==> src/hdl/vlcc_pkg.sv <==
package vlcc_pkg;
  localparam int CLK_PERIOD_NS = 10;
  localparam int LOCAL_CLK_NS = 30;
  localparam int ARB_CLK_PS = 31250;
  localparam logic [1:0] LOCAL_DIV = 2'(LOCAL_CLK_NS / CLK_PERIOD_NS - 1);
  localparam logic [1:0] ARB_DIV = 2'(ARB_CLK_PS / (CLK_PERIOD_NS * 1000) - 1);
  localparam int AW = 32;
  localparam int DW = 32;
  localparam int XW = AW + DW;
  localparam int SYNC_W = 211;
  // Master wait targets in local ticks and arbiter ticks
  localparam logic [3:0] DEC_LTICKS = 4'h3;
  localparam logic [3:0] REQ_ATICKS = 4'h3;
  localparam logic [3:0] SETUP_LTICKS = 4'h4;
  localparam logic [3:0] SETUP_ATICKS = 4'h3;
  localparam logic [3:0] ROR_PRELOAD = 4'h1;
  // Slave wait targets in local ticks; then write gap and receive ack time in ns and clocks, buffer depth
  localparam logic [3:0] SLV_DEC_LTICKS = 4'h3;
  localparam logic [3:0] ARB_GNT_LTICKS = 4'h4;
  localparam logic [3:0] LCYC_LTICKS = 4'h5;
  localparam logic [3:0] POST_ACT_LTICKS = 4'h3;
  localparam logic [3:0] POST_BYP_LTICKS = 4'h1;
  localparam int DEC_PERIOD_NS = 103;
  localparam logic [3:0] DEC_GAP_CYC = 4'((DEC_PERIOD_NS + CLK_PERIOD_NS - 1) / CLK_PERIOD_NS);
  localparam int RX_ACK_NS = 56;
  localparam int RX_ACK_CYC = RX_ACK_NS / CLK_PERIOD_NS;
  localparam int BUF_DEPTH = 2;

  typedef enum logic [2:0] {
    M_IDLE = 3'h0, M_DEC = 3'h1, M_REQ = 3'h2, M_GNT = 3'h3,
    M_SETUP = 3'h4, M_DRIVE = 3'h5, M_TERM = 3'h6
  } vlcc_mst_t;
  typedef enum logic [2:0] {
    S_IDLE = 3'h0, S_DEC = 3'h1, S_LREQ = 3'h2, S_LCYC = 3'h3,
    S_POST = 3'h4, S_VACK = 3'h5
  } vlcc_slv_t;
  typedef enum logic [1:0] {
    ARB_NONE = 2'h0, ARB_SELF = 2'h1, ARB_OTHER = 2'h2
  } vlcc_arb_t;
endpackage
==> src/hdl/vlcc_buffer.sv <==
`timescale 1ns/100ps
module vlcc_buffer import vlcc_pkg::*; #(
  parameter int W = XW
) (
  input wire logic clk,
  input wire logic reset,
  input wire logic in_valid,
  output logic in_ready,
  input wire logic [W-1:0] in_data,
  output logic out_valid,
  input wire logic out_ready,
  output logic [W-1:0] out_data
);
  logic [W-1:0] mem_q [BUF_DEPTH];
  logic [W-1:0] mem_d [BUF_DEPTH];
  logic [1:0] cnt_q, cnt_d;
  logic rd_q, rd_d, wr_q, wr_d;
  logic push, pop;

  assign in_ready = (cnt_q != 2'(BUF_DEPTH));
  assign out_valid = (cnt_q != 2'h0);
  assign out_data = mem_q[rd_q];
  assign push = in_valid && in_ready;
  assign pop = out_valid && out_ready;

  always_comb begin
    mem_d = mem_q;
    if (push) begin
      mem_d[wr_q] = in_data;
    end
    wr_d = push ? !wr_q : wr_q;
    rd_d = pop ? !rd_q : rd_q;
    cnt_d = cnt_q + 2'(push) - 2'(pop);
  end

  always_ff @(posedge clk) begin
    if (reset) begin
      cnt_q <= 2'h0;
      rd_q <= 1'b0;
      wr_q <= 1'b0;
    end else begin
      cnt_q <= cnt_d;
      rd_q <= rd_d;
      wr_q <= wr_d;
    end
    mem_q <= mem_d;
  end
endmodule

==> src/hdl/vlcc_coupler.sv <==
`timescale 1ns/100ps
module vlcc_coupler import vlcc_pkg::*; (
  input wire logic clk,
  input wire logic reset,
  input wire logic release_on_request,
  input wire logic arbiter_bypass,
  input wire logic fifo_coupled,
  input wire logic rx_fifo_enable,
  input wire logic [1:0] request_level,
  input wire logic local_addr_strobe_n,
  input wire logic vme_target_select_n,
  input wire logic local_write,
  input wire logic local_iack,
  input wire logic [AW-1:0] local_addr,
  input wire logic [DW-1:0] local_wdata,
  output logic local_data_ack_n,
  output logic [DW-1:0] local_rdata,
  output logic local_bus_request_n,
  input wire logic local_bus_grant_n,
  input wire logic local_other_request_n,
  output logic local_other_grant_n,
  output logic local_master_as_n,
  output logic local_master_write,
  output logic [AW-1:0] local_master_addr,
  output logic [DW-1:0] local_master_wdata,
  input wire logic local_master_ack_n,
  input wire logic [DW-1:0] local_master_rdata,
  output logic [3:0] vme_bus_request_n,
  input wire logic [3:0] vme_bus_grant_in_n,
  output logic [3:0] vme_bus_grant_out_n,
  input wire logic vme_bus_clear_n,
  output logic vme_bus_busy_n,
  output logic vme_addr_strobe_pin_n,
  output logic vme_data_strobe_pin_n,
  output logic vme_write,
  output logic [AW-1:0] vme_addr,
  output logic [DW-1:0] vme_wdata,
  input wire logic vme_dtack_n,
  input wire logic [DW-1:0] vme_rdata,
  input wire logic vme_slave_as_n,
  input wire logic vme_slave_ds_n,
  input wire logic vme_slave_select,
  input wire logic vme_slave_write,
  input wire logic [AW-1:0] vme_slave_addr,
  input wire logic [DW-1:0] vme_slave_wdata,
  output logic vme_slave_dtack_n,
  output logic [DW-1:0] vme_slave_rdata,
  input wire logic iack_in_n,
  output logic iack_out_n,
  output logic rx_valid,
  input wire logic rx_ready,
  output logic [AW-1:0] rx_addr,
  output logic [DW-1:0] rx_data
);
  function automatic logic [3:0] sat_inc(logic [3:0] v, logic en);
    return (en && v != 4'hF) ? v + 4'h1 : v;
  endfunction

  // Every pin but reset, rx_ready and the other levels of vme_bus_grant_in_n passes two flops; wide buses settle while their strobe is held
  logic [SYNC_W-1:0] sync1_q, sync2_q;
  logic s_las_n, s_vsel_n, s_lwrite, s_liack, s_lbg_n, s_oreq_n, s_lmack_n;
  logic s_bclr_n, s_dtack_n, s_vas_n, s_vds_n, s_vsel, s_vwrite;
  logic s_ror, s_byp, s_fcpl, s_rxen;
  logic [1:0] s_lvl;
  logic [AW-1:0] s_laddr, s_vaddr;
  logic [DW-1:0] s_lwdata, s_lmrdata, s_vrdata, s_vwdata;
  always_ff @(posedge clk) begin
    sync1_q <= {local_addr_strobe_n, vme_target_select_n, local_write, local_iack, local_addr,
      local_wdata, local_bus_grant_n, local_other_request_n, local_master_ack_n,
      local_master_rdata, vme_bus_clear_n, vme_dtack_n, vme_rdata, vme_slave_as_n,
      vme_slave_ds_n, vme_slave_select, vme_slave_write, vme_slave_addr, vme_slave_wdata,
      release_on_request, arbiter_bypass, fifo_coupled, rx_fifo_enable, request_level};
    sync2_q <= sync1_q;
  end
  assign {s_las_n, s_vsel_n, s_lwrite, s_liack, s_laddr, s_lwdata, s_lbg_n, s_oreq_n,
    s_lmack_n, s_lmrdata, s_bclr_n, s_dtack_n, s_vrdata, s_vas_n, s_vds_n, s_vsel,
    s_vwrite, s_vaddr, s_vwdata, s_ror, s_byp, s_fcpl, s_rxen, s_lvl} = sync2_q;

  // Local clock and arbiter rates (each one tick every 3 system clocks, 30 ns) as enables of the one system clock
  logic [1:0] ldiv_q, ldiv_d, adiv_q, adiv_d;
  logic local_tick, arb_tick;
  logic bg1_q, bg1_d, bg2_q, bg2_d, ia1_q, ia1_d, ia2_q, ia2_d;
  assign local_tick = (ldiv_q == 2'h0);
  assign arb_tick = (adiv_q == 2'h0);
  always_comb begin
    ldiv_d = local_tick ? LOCAL_DIV : ldiv_q - 2'h1;
    adiv_d = arb_tick ? ARB_DIV : adiv_q - 2'h1;
    bg1_d = arb_tick ? vme_bus_grant_in_n[s_lvl] : bg1_q;
    bg2_d = arb_tick ? bg1_q : bg2_q;
    ia1_d = arb_tick ? iack_in_n : ia1_q;
    ia2_d = arb_tick ? ia1_q : ia2_q;
  end
  always_ff @(posedge clk) begin
    if (reset) begin
      ldiv_q <= 2'h0;
      adiv_q <= 2'h0;
      bg1_q <= 1'b1;
      bg2_q <= 1'b1;
      ia1_q <= 1'b1;
      ia2_q <= 1'b1;
    end else begin
      ldiv_q <= ldiv_d;
      adiv_q <= adiv_d;
      bg1_q <= bg1_d;
      bg2_q <= bg2_d;
      ia1_q <= ia1_d;
      ia2_q <= ia2_d;
    end
  end
  assign iack_out_n = ia2_q;

  logic tx_in_valid, tx_in_ready, tx_out_valid, tx_out_ready;
  logic [XW-1:0] tx_out_data;
  logic rx_in_valid, rx_in_ready;
  vlcc_buffer #(.W(XW)) u_tx (.clk(clk), .reset(reset), .in_valid(tx_in_valid),
    .in_ready(tx_in_ready), .in_data({s_laddr, s_lwdata}), .out_valid(tx_out_valid),
    .out_ready(tx_out_ready), .out_data(tx_out_data));
  vlcc_buffer #(.W(XW)) u_rx (.clk(clk), .reset(reset), .in_valid(rx_in_valid),
    .in_ready(rx_in_ready), .in_data({s_vaddr, s_vwdata}), .out_valid(rx_valid),
    .out_ready(rx_ready), .out_data({rx_addr, rx_data}));

  // Master engine: local cycles out to the VMEbus
  vlcc_mst_t m_state_q, m_state_d;
  logic [3:0] m_lc_q, m_lc_d, m_ac_q, m_ac_d, gap_q, gap_d;
  logic owned_q, owned_d, breq_q, breq_d, as_q, as_d, cpl_q, cpl_d, lack_q, lack_d;
  logic vwr_q, vwr_d, start, dec_wr, cpl_done, las;
  logic [AW-1:0] vaddr_q, vaddr_d;
  logic [DW-1:0] vwdata_q, vwdata_d, lrdata_q, lrdata_d;
  assign las = !s_las_n;
  assign start = local_tick && las && !s_vsel_n && !lack_q;
  assign dec_wr = s_lwrite && !s_liack && !s_fcpl;
  always_comb begin
    m_state_d = m_state_q;
    m_lc_d = sat_inc(m_lc_q, local_tick);
    m_ac_d = sat_inc(m_ac_q, arb_tick);
    owned_d = owned_q;
    breq_d = breq_q;
    as_d = as_q;
    cpl_d = cpl_q;
    vwr_d = vwr_q;
    vaddr_d = vaddr_q;
    vwdata_d = vwdata_q;
    lrdata_d = lrdata_q;
    gap_d = sat_inc(gap_q, gap_q != DEC_GAP_CYC);
    tx_in_valid = m_state_q == M_IDLE && start && dec_wr;
    tx_out_ready = 1'b0;
    cpl_done = 1'b0;
    unique case (m_state_q)
      M_IDLE: begin
        if (tx_out_valid) begin
          if (!owned_q) begin
            cpl_d = 1'b0;
            m_ac_d = 4'h0;
            m_state_d = M_REQ;
          end else if (gap_q == DEC_GAP_CYC) begin
            // Next beat's address already waits in the buffer
            tx_out_ready = 1'b1;
            {vaddr_d, vwdata_d} = tx_out_data;
            vwr_d = 1'b1;
            as_d = 1'b1;
            // Launch cycle counts as the first of the beat
            gap_d = 4'h1;
            cpl_d = 1'b0;
            m_state_d = M_DRIVE;
          end
        end else if (start && !dec_wr) begin
          cpl_d = 1'b1;
          m_lc_d = 4'h0;
          m_state_d = M_DEC;
        end else if (owned_q && (!s_ror || !s_bclr_n)) begin
          owned_d = 1'b0;
        end
      end
      M_DEC: begin
        if (m_lc_q >= DEC_LTICKS) begin
          if (owned_q && s_ror) begin
            // Held bus skips arbitration entirely
            m_lc_d = ROR_PRELOAD;
            m_ac_d = 4'h0;
            m_state_d = M_SETUP;
          end else begin
            owned_d = 1'b0;
            m_ac_d = 4'h0;
            m_state_d = M_REQ;
          end
        end
      end
      M_REQ: begin
        if (m_ac_q >= REQ_ATICKS) begin
          breq_d = 1'b1;
          m_state_d = M_GNT;
        end
      end
      M_GNT: begin
        if (!bg2_q) begin
          owned_d = 1'b1;
          breq_d = 1'b0;
          m_lc_d = 4'h0;
          m_ac_d = 4'h0;
          m_state_d = M_SETUP;
        end
      end
      M_SETUP: begin
        if (m_lc_q >= SETUP_LTICKS && m_ac_q >= SETUP_ATICKS) begin
          as_d = 1'b1;
          gap_d = 4'h1;
          if (cpl_q) begin
            vaddr_d = s_laddr;
            vwdata_d = s_lwdata;
            vwr_d = s_lwrite;
          end else begin
            tx_out_ready = 1'b1;
            {vaddr_d, vwdata_d} = tx_out_data;
            vwr_d = 1'b1;
          end
          m_state_d = M_DRIVE;
        end
      end
      M_DRIVE: begin
        if (!s_dtack_n) begin
          as_d = 1'b0;
          if (cpl_q) begin
            lrdata_d = s_vrdata;
            cpl_done = 1'b1;
            m_state_d = M_TERM;
          end else begin
            m_state_d = M_IDLE;
          end
        end
      end
      M_TERM: begin
        if (!las && !lack_q) begin
          m_state_d = M_IDLE;
        end
      end
      default: m_state_d = M_IDLE;
    endcase
    lack_d = lack_q ? las : (cpl_done || (tx_in_valid && tx_in_ready));
  end
  always_ff @(posedge clk) begin
    if (reset) begin
      m_state_q <= M_IDLE;
      m_lc_q <= 4'h0;
      m_ac_q <= 4'h0;
      gap_q <= DEC_GAP_CYC;
      owned_q <= 1'b0;
      breq_q <= 1'b0;
      as_q <= 1'b0;
      cpl_q <= 1'b0;
      lack_q <= 1'b0;
      vwr_q <= 1'b0;
      vaddr_q <= '0;
      vwdata_q <= '0;
      lrdata_q <= '0;
    end else begin
      m_state_q <= m_state_d;
      m_lc_q <= m_lc_d;
      m_ac_q <= m_ac_d;
      gap_q <= gap_d;
      owned_q <= owned_d;
      breq_q <= breq_d;
      as_q <= as_d;
      cpl_q <= cpl_d;
      lack_q <= lack_d;
      vwr_q <= vwr_d;
      vaddr_q <= vaddr_d;
      vwdata_q <= vwdata_d;
      lrdata_q <= lrdata_d;
    end
  end
  assign local_data_ack_n = !lack_q;
  assign local_rdata = lrdata_q;
  assign vme_addr_strobe_pin_n = !as_q;
  assign vme_data_strobe_pin_n = !as_q;
  assign vme_write = vwr_q;
  assign vme_addr = vaddr_q;
  assign vme_wdata = vwdata_q;
  assign vme_bus_busy_n = !owned_q;
  assign vme_bus_request_n = ~({3'h0, breq_q} << s_lvl);
  // Own level is absorbed while requesting or holding the bus
  always_comb begin
    vme_bus_grant_out_n = vme_bus_grant_in_n;
    vme_bus_grant_out_n[s_lvl] = (breq_q || owned_q) ? 1'b1 : bg2_q;
  end

  // Slave engine and internal local arbiter
  vlcc_slv_t s_state_q, s_state_d;
  vlcc_arb_t arb_q, arb_d;
  logic [3:0] s_lc_q, s_lc_d, gcnt_q, gcnt_d;
  logic lreq_q, lreq_d, lmas_q, lmas_d, lmwr_q, lmwr_d, dtack_q, dtack_d, hit, lgnt;
  logic [AW-1:0] lmaddr_q, lmaddr_d;
  logic [DW-1:0] lmwdata_q, lmwdata_d, vsrd_q, vsrd_d;
  assign hit = !s_vas_n && !s_vds_n && s_vsel;
  assign lgnt = s_byp ? !s_lbg_n : (arb_q == ARB_SELF);
  always_comb begin
    s_state_d = s_state_q;
    s_lc_d = sat_inc(s_lc_q, local_tick);
    lreq_d = lreq_q;
    lmas_d = lmas_q;
    lmwr_d = lmwr_q;
    lmaddr_d = lmaddr_q;
    lmwdata_d = lmwdata_q;
    vsrd_d = vsrd_q;
    dtack_d = dtack_q;
    rx_in_valid = 1'b0;
    unique case (s_state_q)
      S_IDLE: begin
        if (hit && s_vwrite && s_rxen) begin
          rx_in_valid = 1'b1;
          dtack_d = rx_in_ready;
          s_state_d = rx_in_ready ? S_VACK : S_IDLE;
        end else if (hit) begin
          s_lc_d = 4'h0;
          s_state_d = S_DEC;
        end
      end
      S_DEC: begin
        if (s_lc_q >= SLV_DEC_LTICKS) begin
          lreq_d = 1'b1;
          s_state_d = S_LREQ;
        end
      end
      S_LREQ: begin
        if (lgnt) begin
          lmas_d = 1'b1;
          lmwr_d = s_vwrite;
          lmaddr_d = s_vaddr;
          lmwdata_d = s_vwdata;
          s_lc_d = 4'h0;
          s_state_d = S_LCYC;
        end
      end
      S_LCYC: begin
        // Same path for reads and writes keeps their timing equal
        if (!s_lmack_n && s_lc_q >= LCYC_LTICKS) begin
          lmas_d = 1'b0;
          vsrd_d = s_lmrdata;
          s_lc_d = 4'h0;
          s_state_d = S_POST;
        end
      end
      S_POST: begin
        if (s_lc_q >= (s_byp ? POST_BYP_LTICKS : POST_ACT_LTICKS)) begin
          lreq_d = 1'b0;
          dtack_d = 1'b1;
          s_state_d = S_VACK;
        end
      end
      S_VACK: begin
        if (s_vas_n || s_vds_n) begin
          dtack_d = 1'b0;
          s_state_d = S_IDLE;
        end
      end
      default: s_state_d = S_IDLE;
    endcase
  end
  always_comb begin
    arb_d = arb_q;
    gcnt_d = 4'h0;
    unique case (arb_q)
      ARB_NONE: begin
        if (lreq_q) begin
          gcnt_d = sat_inc(gcnt_q, local_tick);
          arb_d = (gcnt_q == ARB_GNT_LTICKS) ? ARB_SELF : ARB_NONE;
        end else if (!s_oreq_n) begin
          arb_d = ARB_OTHER;
        end
      end
      ARB_SELF: arb_d = lreq_q ? ARB_SELF : ARB_NONE;
      ARB_OTHER: arb_d = s_oreq_n ? ARB_NONE : ARB_OTHER;
      default: arb_d = ARB_NONE;
    endcase
    if (s_byp) begin
      arb_d = ARB_NONE;
    end
  end
  always_ff @(posedge clk) begin
    if (reset) begin
      s_state_q <= S_IDLE;
      arb_q <= ARB_NONE;
      s_lc_q <= 4'h0;
      gcnt_q <= 4'h0;
      lreq_q <= 1'b0;
      lmas_q <= 1'b0;
      lmwr_q <= 1'b0;
      dtack_q <= 1'b0;
      lmaddr_q <= '0;
      lmwdata_q <= '0;
      vsrd_q <= '0;
    end else begin
      s_state_q <= s_state_d;
      arb_q <= arb_d;
      s_lc_q <= s_lc_d;
      gcnt_q <= gcnt_d;
      lreq_q <= lreq_d;
      lmas_q <= lmas_d;
      lmwr_q <= lmwr_d;
      dtack_q <= dtack_d;
      lmaddr_q <= lmaddr_d;
      lmwdata_q <= lmwdata_d;
      vsrd_q <= vsrd_d;
    end
  end
  assign local_bus_request_n = !lreq_q;
  assign local_other_grant_n = (arb_q != ARB_OTHER);
  assign local_master_as_n = !lmas_q;
  assign local_master_write = lmwr_q;
  assign local_master_addr = lmaddr_q;
  assign local_master_wdata = lmwdata_q;
  assign vme_slave_dtack_n = !dtack_q;
  assign vme_slave_rdata = vsrd_q;
endmodule

==> config.mk <==
export PLATFORM = sky130hd
export DESIGN_NAME = vlcc_coupler
export DESIGN_NICKNAME = d
export VERILOG_FILES = /design/src/hdl/vlcc_pkg.sv /design/src/hdl/vlcc_buffer.sv /design/src/hdl/vlcc_coupler.sv
export SDC_FILE = /design/constraint.sdc
export NUM_CORES = 1
export LEC_CHECK = 0
export ABC_AREA = 0
export BUFFER_PORTS_ARGS = -buffer_cell sky130_fd_sc_hd__buf_2
export CORE_MARGIN = 4
export CORE_UTILIZATION = 50
export CTS_BUF_LIST = sky130_fd_sc_hd__clkbuf_8 sky130_fd_sc_hd__clkbuf_16
export CTS_CLUSTER_SIZE = 28
export DETAILED_ROUTE_END_ITERATION = 8
export PLACE_DENSITY = 0.85
export SLEW_MARGIN = 20
export SYNTH_ARGS = -nofsm -noshare
export SYNTH_HDL_FRONTEND = slang
export SYNTH_HIERARCHICAL = 1
export SYNTH_SLANG_ARGS = --single-unit
==> constraint.sdc <==
create_clock -name clk -period 6.4 [get_ports clk]
set_clock_uncertainty 0.15 [all_clocks]
set_input_delay 1.28 -clock clk [delete_from_list [all_inputs] [get_ports clk]]
set_output_delay 1.28 -clock clk [all_outputs]
set_load 0.005 [all_outputs]
======== Yosys cells after proc, flatten, opt, wreduce, memory -nomap -nowiden ========
Cells that the tools add are included.
operators by class
  add/subtract/negate cells ............... 11
  order comparisons ....................... 14
  equality and inequality tests ........... 48
  shift-type cells ........................ 1
  multiplexer cells ....................... 132
  bitwise gates (word level) .............. 8
  reduce and logical (&&, ||, !) cells .... 86
operator list
  operator                                                               number
  64-bit 2-to-1 mux                                                      8
  32-bit 2-to-1 mux                                                      10
  128-bit bitwise mux                                                    2
  64-bit demux with 1-bit select                                         2
  32-bit case mux with 2 select lines                                    2
  4-bit 2-to-1 mux                                                       21
  3-bit 2-to-1 mux                                                       20
  1-bit 2-to-1 mux                                                       43
  2-bit != test, second input constant                                   19
  4-bit case mux with 3 select lines                                     3
  1-bit logical AND                                                      29
  4-bit != test, second input constant                                   7
  1-bit zero test                                                        21
  3-bit case mux with 7 select lines                                     1
  4-bit by 1-bit adder with 4-bit output, second input constant          5
  3-bit case mux with 6 select lines                                     1
  3-bit equality test, second input constant                             5
  3-bit AND reduction                                                    5
  2-bit nonzero test                                                     7
  3-bit by 2-bit equality test with 1-bit output, second input constant  4
  4-bit by 2-bit >= comparator with 1-bit output, second input constant  3
  2-bit 2-to-1 mux                                                       6
  6-bit AND reduction                                                    2
  1-bit case mux with 2 select lines                                     5
  38 further kinds                                                       69
word-level totals
  register bits ........................... 924
  input port bits ......................... 219
  output and inout port bits .............. 276
  logic and storage cells ................. 344

======== Logic depth before layout (Yosys ltp) ========
  depth after elaboration ................. 10
  gate-level depth with buffers ........... 10
  gate-level depth less buffers ........... 10

======== By module ========
Netlist, hierarchy kept.
modules (own cells, without submodules)
  module        instances  cells each  area each (um^2)  seq. area each (um^2)
  vlcc_coupler  1          1,580       18,459.0          13,212.7
  vlcc_buffer   2          224         4,874.7           3,923.8

======== Least setup slack after synthesis ========
Ideal clock, no wire load.
  kind .................................... reg2reg
  start point ............................. register ldiv_q[0]
  end point ............................... register u_tx/mem_q[100] in the netlist's numbering (enable)
  setup time .............................. 0.418 ns
  data arrival time ....................... 2.989 ns
  required time ........................... 5.832 ns
  setup slack ............................. 2.843 ns
  cell stages (with the launch flop) ...... 7
  path buffers ............................ 0
  period minus slack after synthesis ...... 3.557 ns
  cells stage by stage .................... dfxtp_1 -> inv_1 -> ha_1 -> nor4b_2 -> nor3b_1 -> nand3b_1 -> inv_1
between the ends
  word-level cells in the longest chain between the ends .. 7
ends and longest elaborated chain
  what                             line                 RTL
  from (decl)                      vlcc_coupler.sv:80   logic [1:0] ldiv_q, ldiv_d, adiv_q, adiv_d;
  from (signal assigned)           vlcc_coupler.sv:102  ldiv_q <= ldiv_d;
  2-bit zero test                  vlcc_coupler.sv:83   assign local_tick = (ldiv_q == 2'h0);
  1-bit logical AND (3 in series)  vlcc_coupler.sv:130  assign start = local_tick && las && !s_vsel_n && !lack_q;
  1-bit logical AND (2 in series)  vlcc_coupler.sv:145  tx_in_valid = m_state_q == M_IDLE && start && dec_wr;
  named net tx_in_valid            vlcc_coupler.sv:112  logic tx_in_valid, tx_in_ready, tx_out_valid, tx_out_ready;
  1-bit logical AND                vlcc_buffer.sv:23    assign push = in_valid && in_ready;
  to (signal assigned)             vlcc_buffer.sv:46    mem_q <= mem_d;
  to (decl)                        vlcc_buffer.sv:14    logic [W-1:0] mem_q [BUF_DEPTH];
The timed path passes the listed nets, and every way through them passes these cells.
A chain may end at the register's enable or synchronous reset.

======== Final worst setup path ========
  start point ............................. register ldiv_q[0]
  end point ............................... register u_tx/mem_q[58] in the netlist's numbering (enable)
Same word-level chain as after synthesis.

==> results.md <==
* First-pass GRT wire length at 96100 microns
* Syn-to-layout area delta at 21.6%
* Number of DRC markers in iteration 0 at 1018
* Crit-path cells: inv_1 > ha_1 > nor4b_2 > nor3b_1 > and3_2 > buf_4
* Pre-antenna DRT Iters at 5
* Routability congestion estimate at 0.841
* GR Overflow Total at 0
* WS Path Type: flip-flop to flip-flop
* Vias in the first global route at 17800
* Post-Syn Nets at 2260
* Top_reg_cell synth: dfxtp_1
* Worst-Margin Slew at approximately 0.99 ns
* Status: finished, final reports clean
* Nets at 2763
* Initial Util at 50.8%
* Crit share post-route at 65.0%
* Pin count of the biggest net entering global routing at 99
* Worst setup margin at 2.24 ns
* Register area share after synthesis at ~75%
* Cts bufs inserted at 87
* Final Cell Area at between 30000 and 40000 sq um
* Vias at around 17000
* Tmin final at around 4.2 ns
* Die W at between 200 and 250 microns
* FP Rows at 86
* Final hold vios at 0
* Worst-path clk slew at 0.06 ns
* Post-DP HPWL at around 40000 microns
* Largest delay share family, worst path: simple AND/OR/NAND/NOR gates
* Total global-route track usage at 20.1%
* I/O Pins at 495
* Die height at 246 microns
* Port bufs at 494
* Power Density at 357 nW/um^2
* Maxcap violations at 0
* Worst skew pair latency at 0.62 ns
* Via density at 5.16
* Worst slew margin at around a third
* Layout cell share with drive strength beyond 1 at between 30% and 40%
* Lkg Pwr at between 0.01 and 0.015 uW
* EDFF count, synth at between 200 and 300
* Hold Buf Count CTS at 0
* Critical Path RT at 6.51 ns
* Critical path buffer and inverter count at 2
* Commonest non-fill, non-tap cell in the layout: dfxtp_1
* Pre-CTS WS at 2.25 ns
* Initial antenna violation count at 10
* Fin util at 61.8%
* Crit-path max cell delay at 0.97 ns
* Final Max Tran Viols at 0
* Post-cts sizing count at 0
* Startpoint types: flip-flop
* DRT Wirelength at roughly 63000 microns
* Clock sink count at 924
* Hold WC Path Type: flip-flop to flip-flop
* RSZ-0062 raised after global routing: false
* Final setup violation count at 0
* Setup TNS at 0 ns
* Post-placement cell area at between 30000 and 40000 sq um
* Wirelength per Cell at 18.7 microns
* H-tree depth at 3
* Worst vdd ir at 231 uV
* #FFs+latches synth at slightly above 900
* Worst EP arrival at 4.27 ns
* Cell Area, Synth at ~28000 sq um
* Root Buffer: clkbuf_16
* DRC viols at 0
* F_max at ~0.24 GHz
* Commonest non-fill, non-tap cells in the layout: dfxtp_1 (666), buf_2 (493), edfxtp_1 (256), nand2_1 (219), nor2_1 (128)
* CP max-delay cell: and3_2
* Avg Synthesized Cell Area at 13.9 sq um
* Max FO, Critical Path at 38
* Mapped Cells at about 2000
* CTS tree: built
* ANT nets after route at 0
* Register-to-register setup slack at 2.24 ns
* Count of cell types in the netlist at 64
* YS warnings at 6
* Die ar. at 60300 sq um
* Placeable Area at 55500 sq um
* Ys async rst share at 0%
* Setup Buffers After CTS at 0
* Worst setup EP type: flip-flop
* Clock Path Buffers at 3
==> final timing paths <==
path,from,endpoint,cells past startpoint
setup / recovery,ldiv_q[0],u_tx/mem_q[58],6
hold / removal,sync1_q[95],sync2_q[95],0
hold reg to reg,sync1_q[95],sync2_q[95],0
setup reg to reg,ldiv_q[0],u_tx/mem_q[58],6
==> cell families (layout without fill, tap and decap cells) <==
family	after synthesis	in the layout	synth area share (%)
AO/OA/AOI/OAI	265	265	6.16
XOR/XNOR	9	9	0.279
AND/OR/NAND/NOR	467	467	7.47
buffers and inverters	122	699	2.14
other	0	8	0
adder cells (fa/ha/maj)	13	13	0.577
flip-flops	924	924	74.7
multiplexers	228	228	8.71
==> registers in the layout, indices dropped and copies added (netlist names), 32 cells and up <==
signal / count
local_master_addr: 32
local_master_wdata: 32
local_rdata: 32
sync1_q: 211
sync2_q: 211
u_rx/mem_q: 128
u_tx/mem_q: 128
vme_addr: 32
vme_slave_rdata: 32
vme_wdata: 32
==> metal layers <==
metal  routed length (microns)  GRT usage, %  up-vias
met3                      4100          4.25      132
met4                      2150          8.33        6
li1                          -             -     8148
met5                        43             0        -
met1                     24100          23.9     8426
met2                     32400          35.5      616
==> per-stage QoR <==
step / std cells / hold WS [ns] / power, uW
3_3_place_gp: 3190 / 0.160 / 7030
4_1_cts: 3353 / 0.164 / 12300
6_report: 3361 / 0.166 / 12200
5_1_grt: 3359 / 0.170 / 12700
2_1_floorplan: 2028 / 0.160 / 6840
3_5_place_dp: 3190 / 0.162 / 7080
==> synthesized netlist by cell type, drive strengths merged (6+ instances only) <==
cell	number	area share [%]
nand2	219	2.9
nor3	22	0.44
o21ai	14	0.25
a311oi	6	0.19
inv	25	0.33
mux2	129	5.1
edfxtp	256	27
ha	13	0.58
buf	55	1.3
nor2	128	1.7
a21oi	122	2.2
a211oi	74	2.1
nand2b	14	0.33
clkbuf	42	0.56
nor2b	13	0.29
mux2i	98	3.5
a211o	6	0.19
nand3b	6	0.16
dfxtp	668	47
and3	7	0.20
nand3	23	0.41
==> layout make-up <==
class	count	area, sq um
Clock buffer	98	2350
Fill cell	4077	21200
Antenna cell	8	20.0
Tap cell	748	936
Timing Repair Buffer	511	2610
Multi-Input combinational cell	982	6570
Sequential cell	924	21100
Clock inverter	65	661
Inverter	25	93.8
==> report_power, final <==
group          switching [uW]  internal (uW)  total, uW
sequential                155           6220       6370
clock                    2190           3080       5270
combinational             329            269        598
Note: power is estimated with default switching activity, not from simulation.
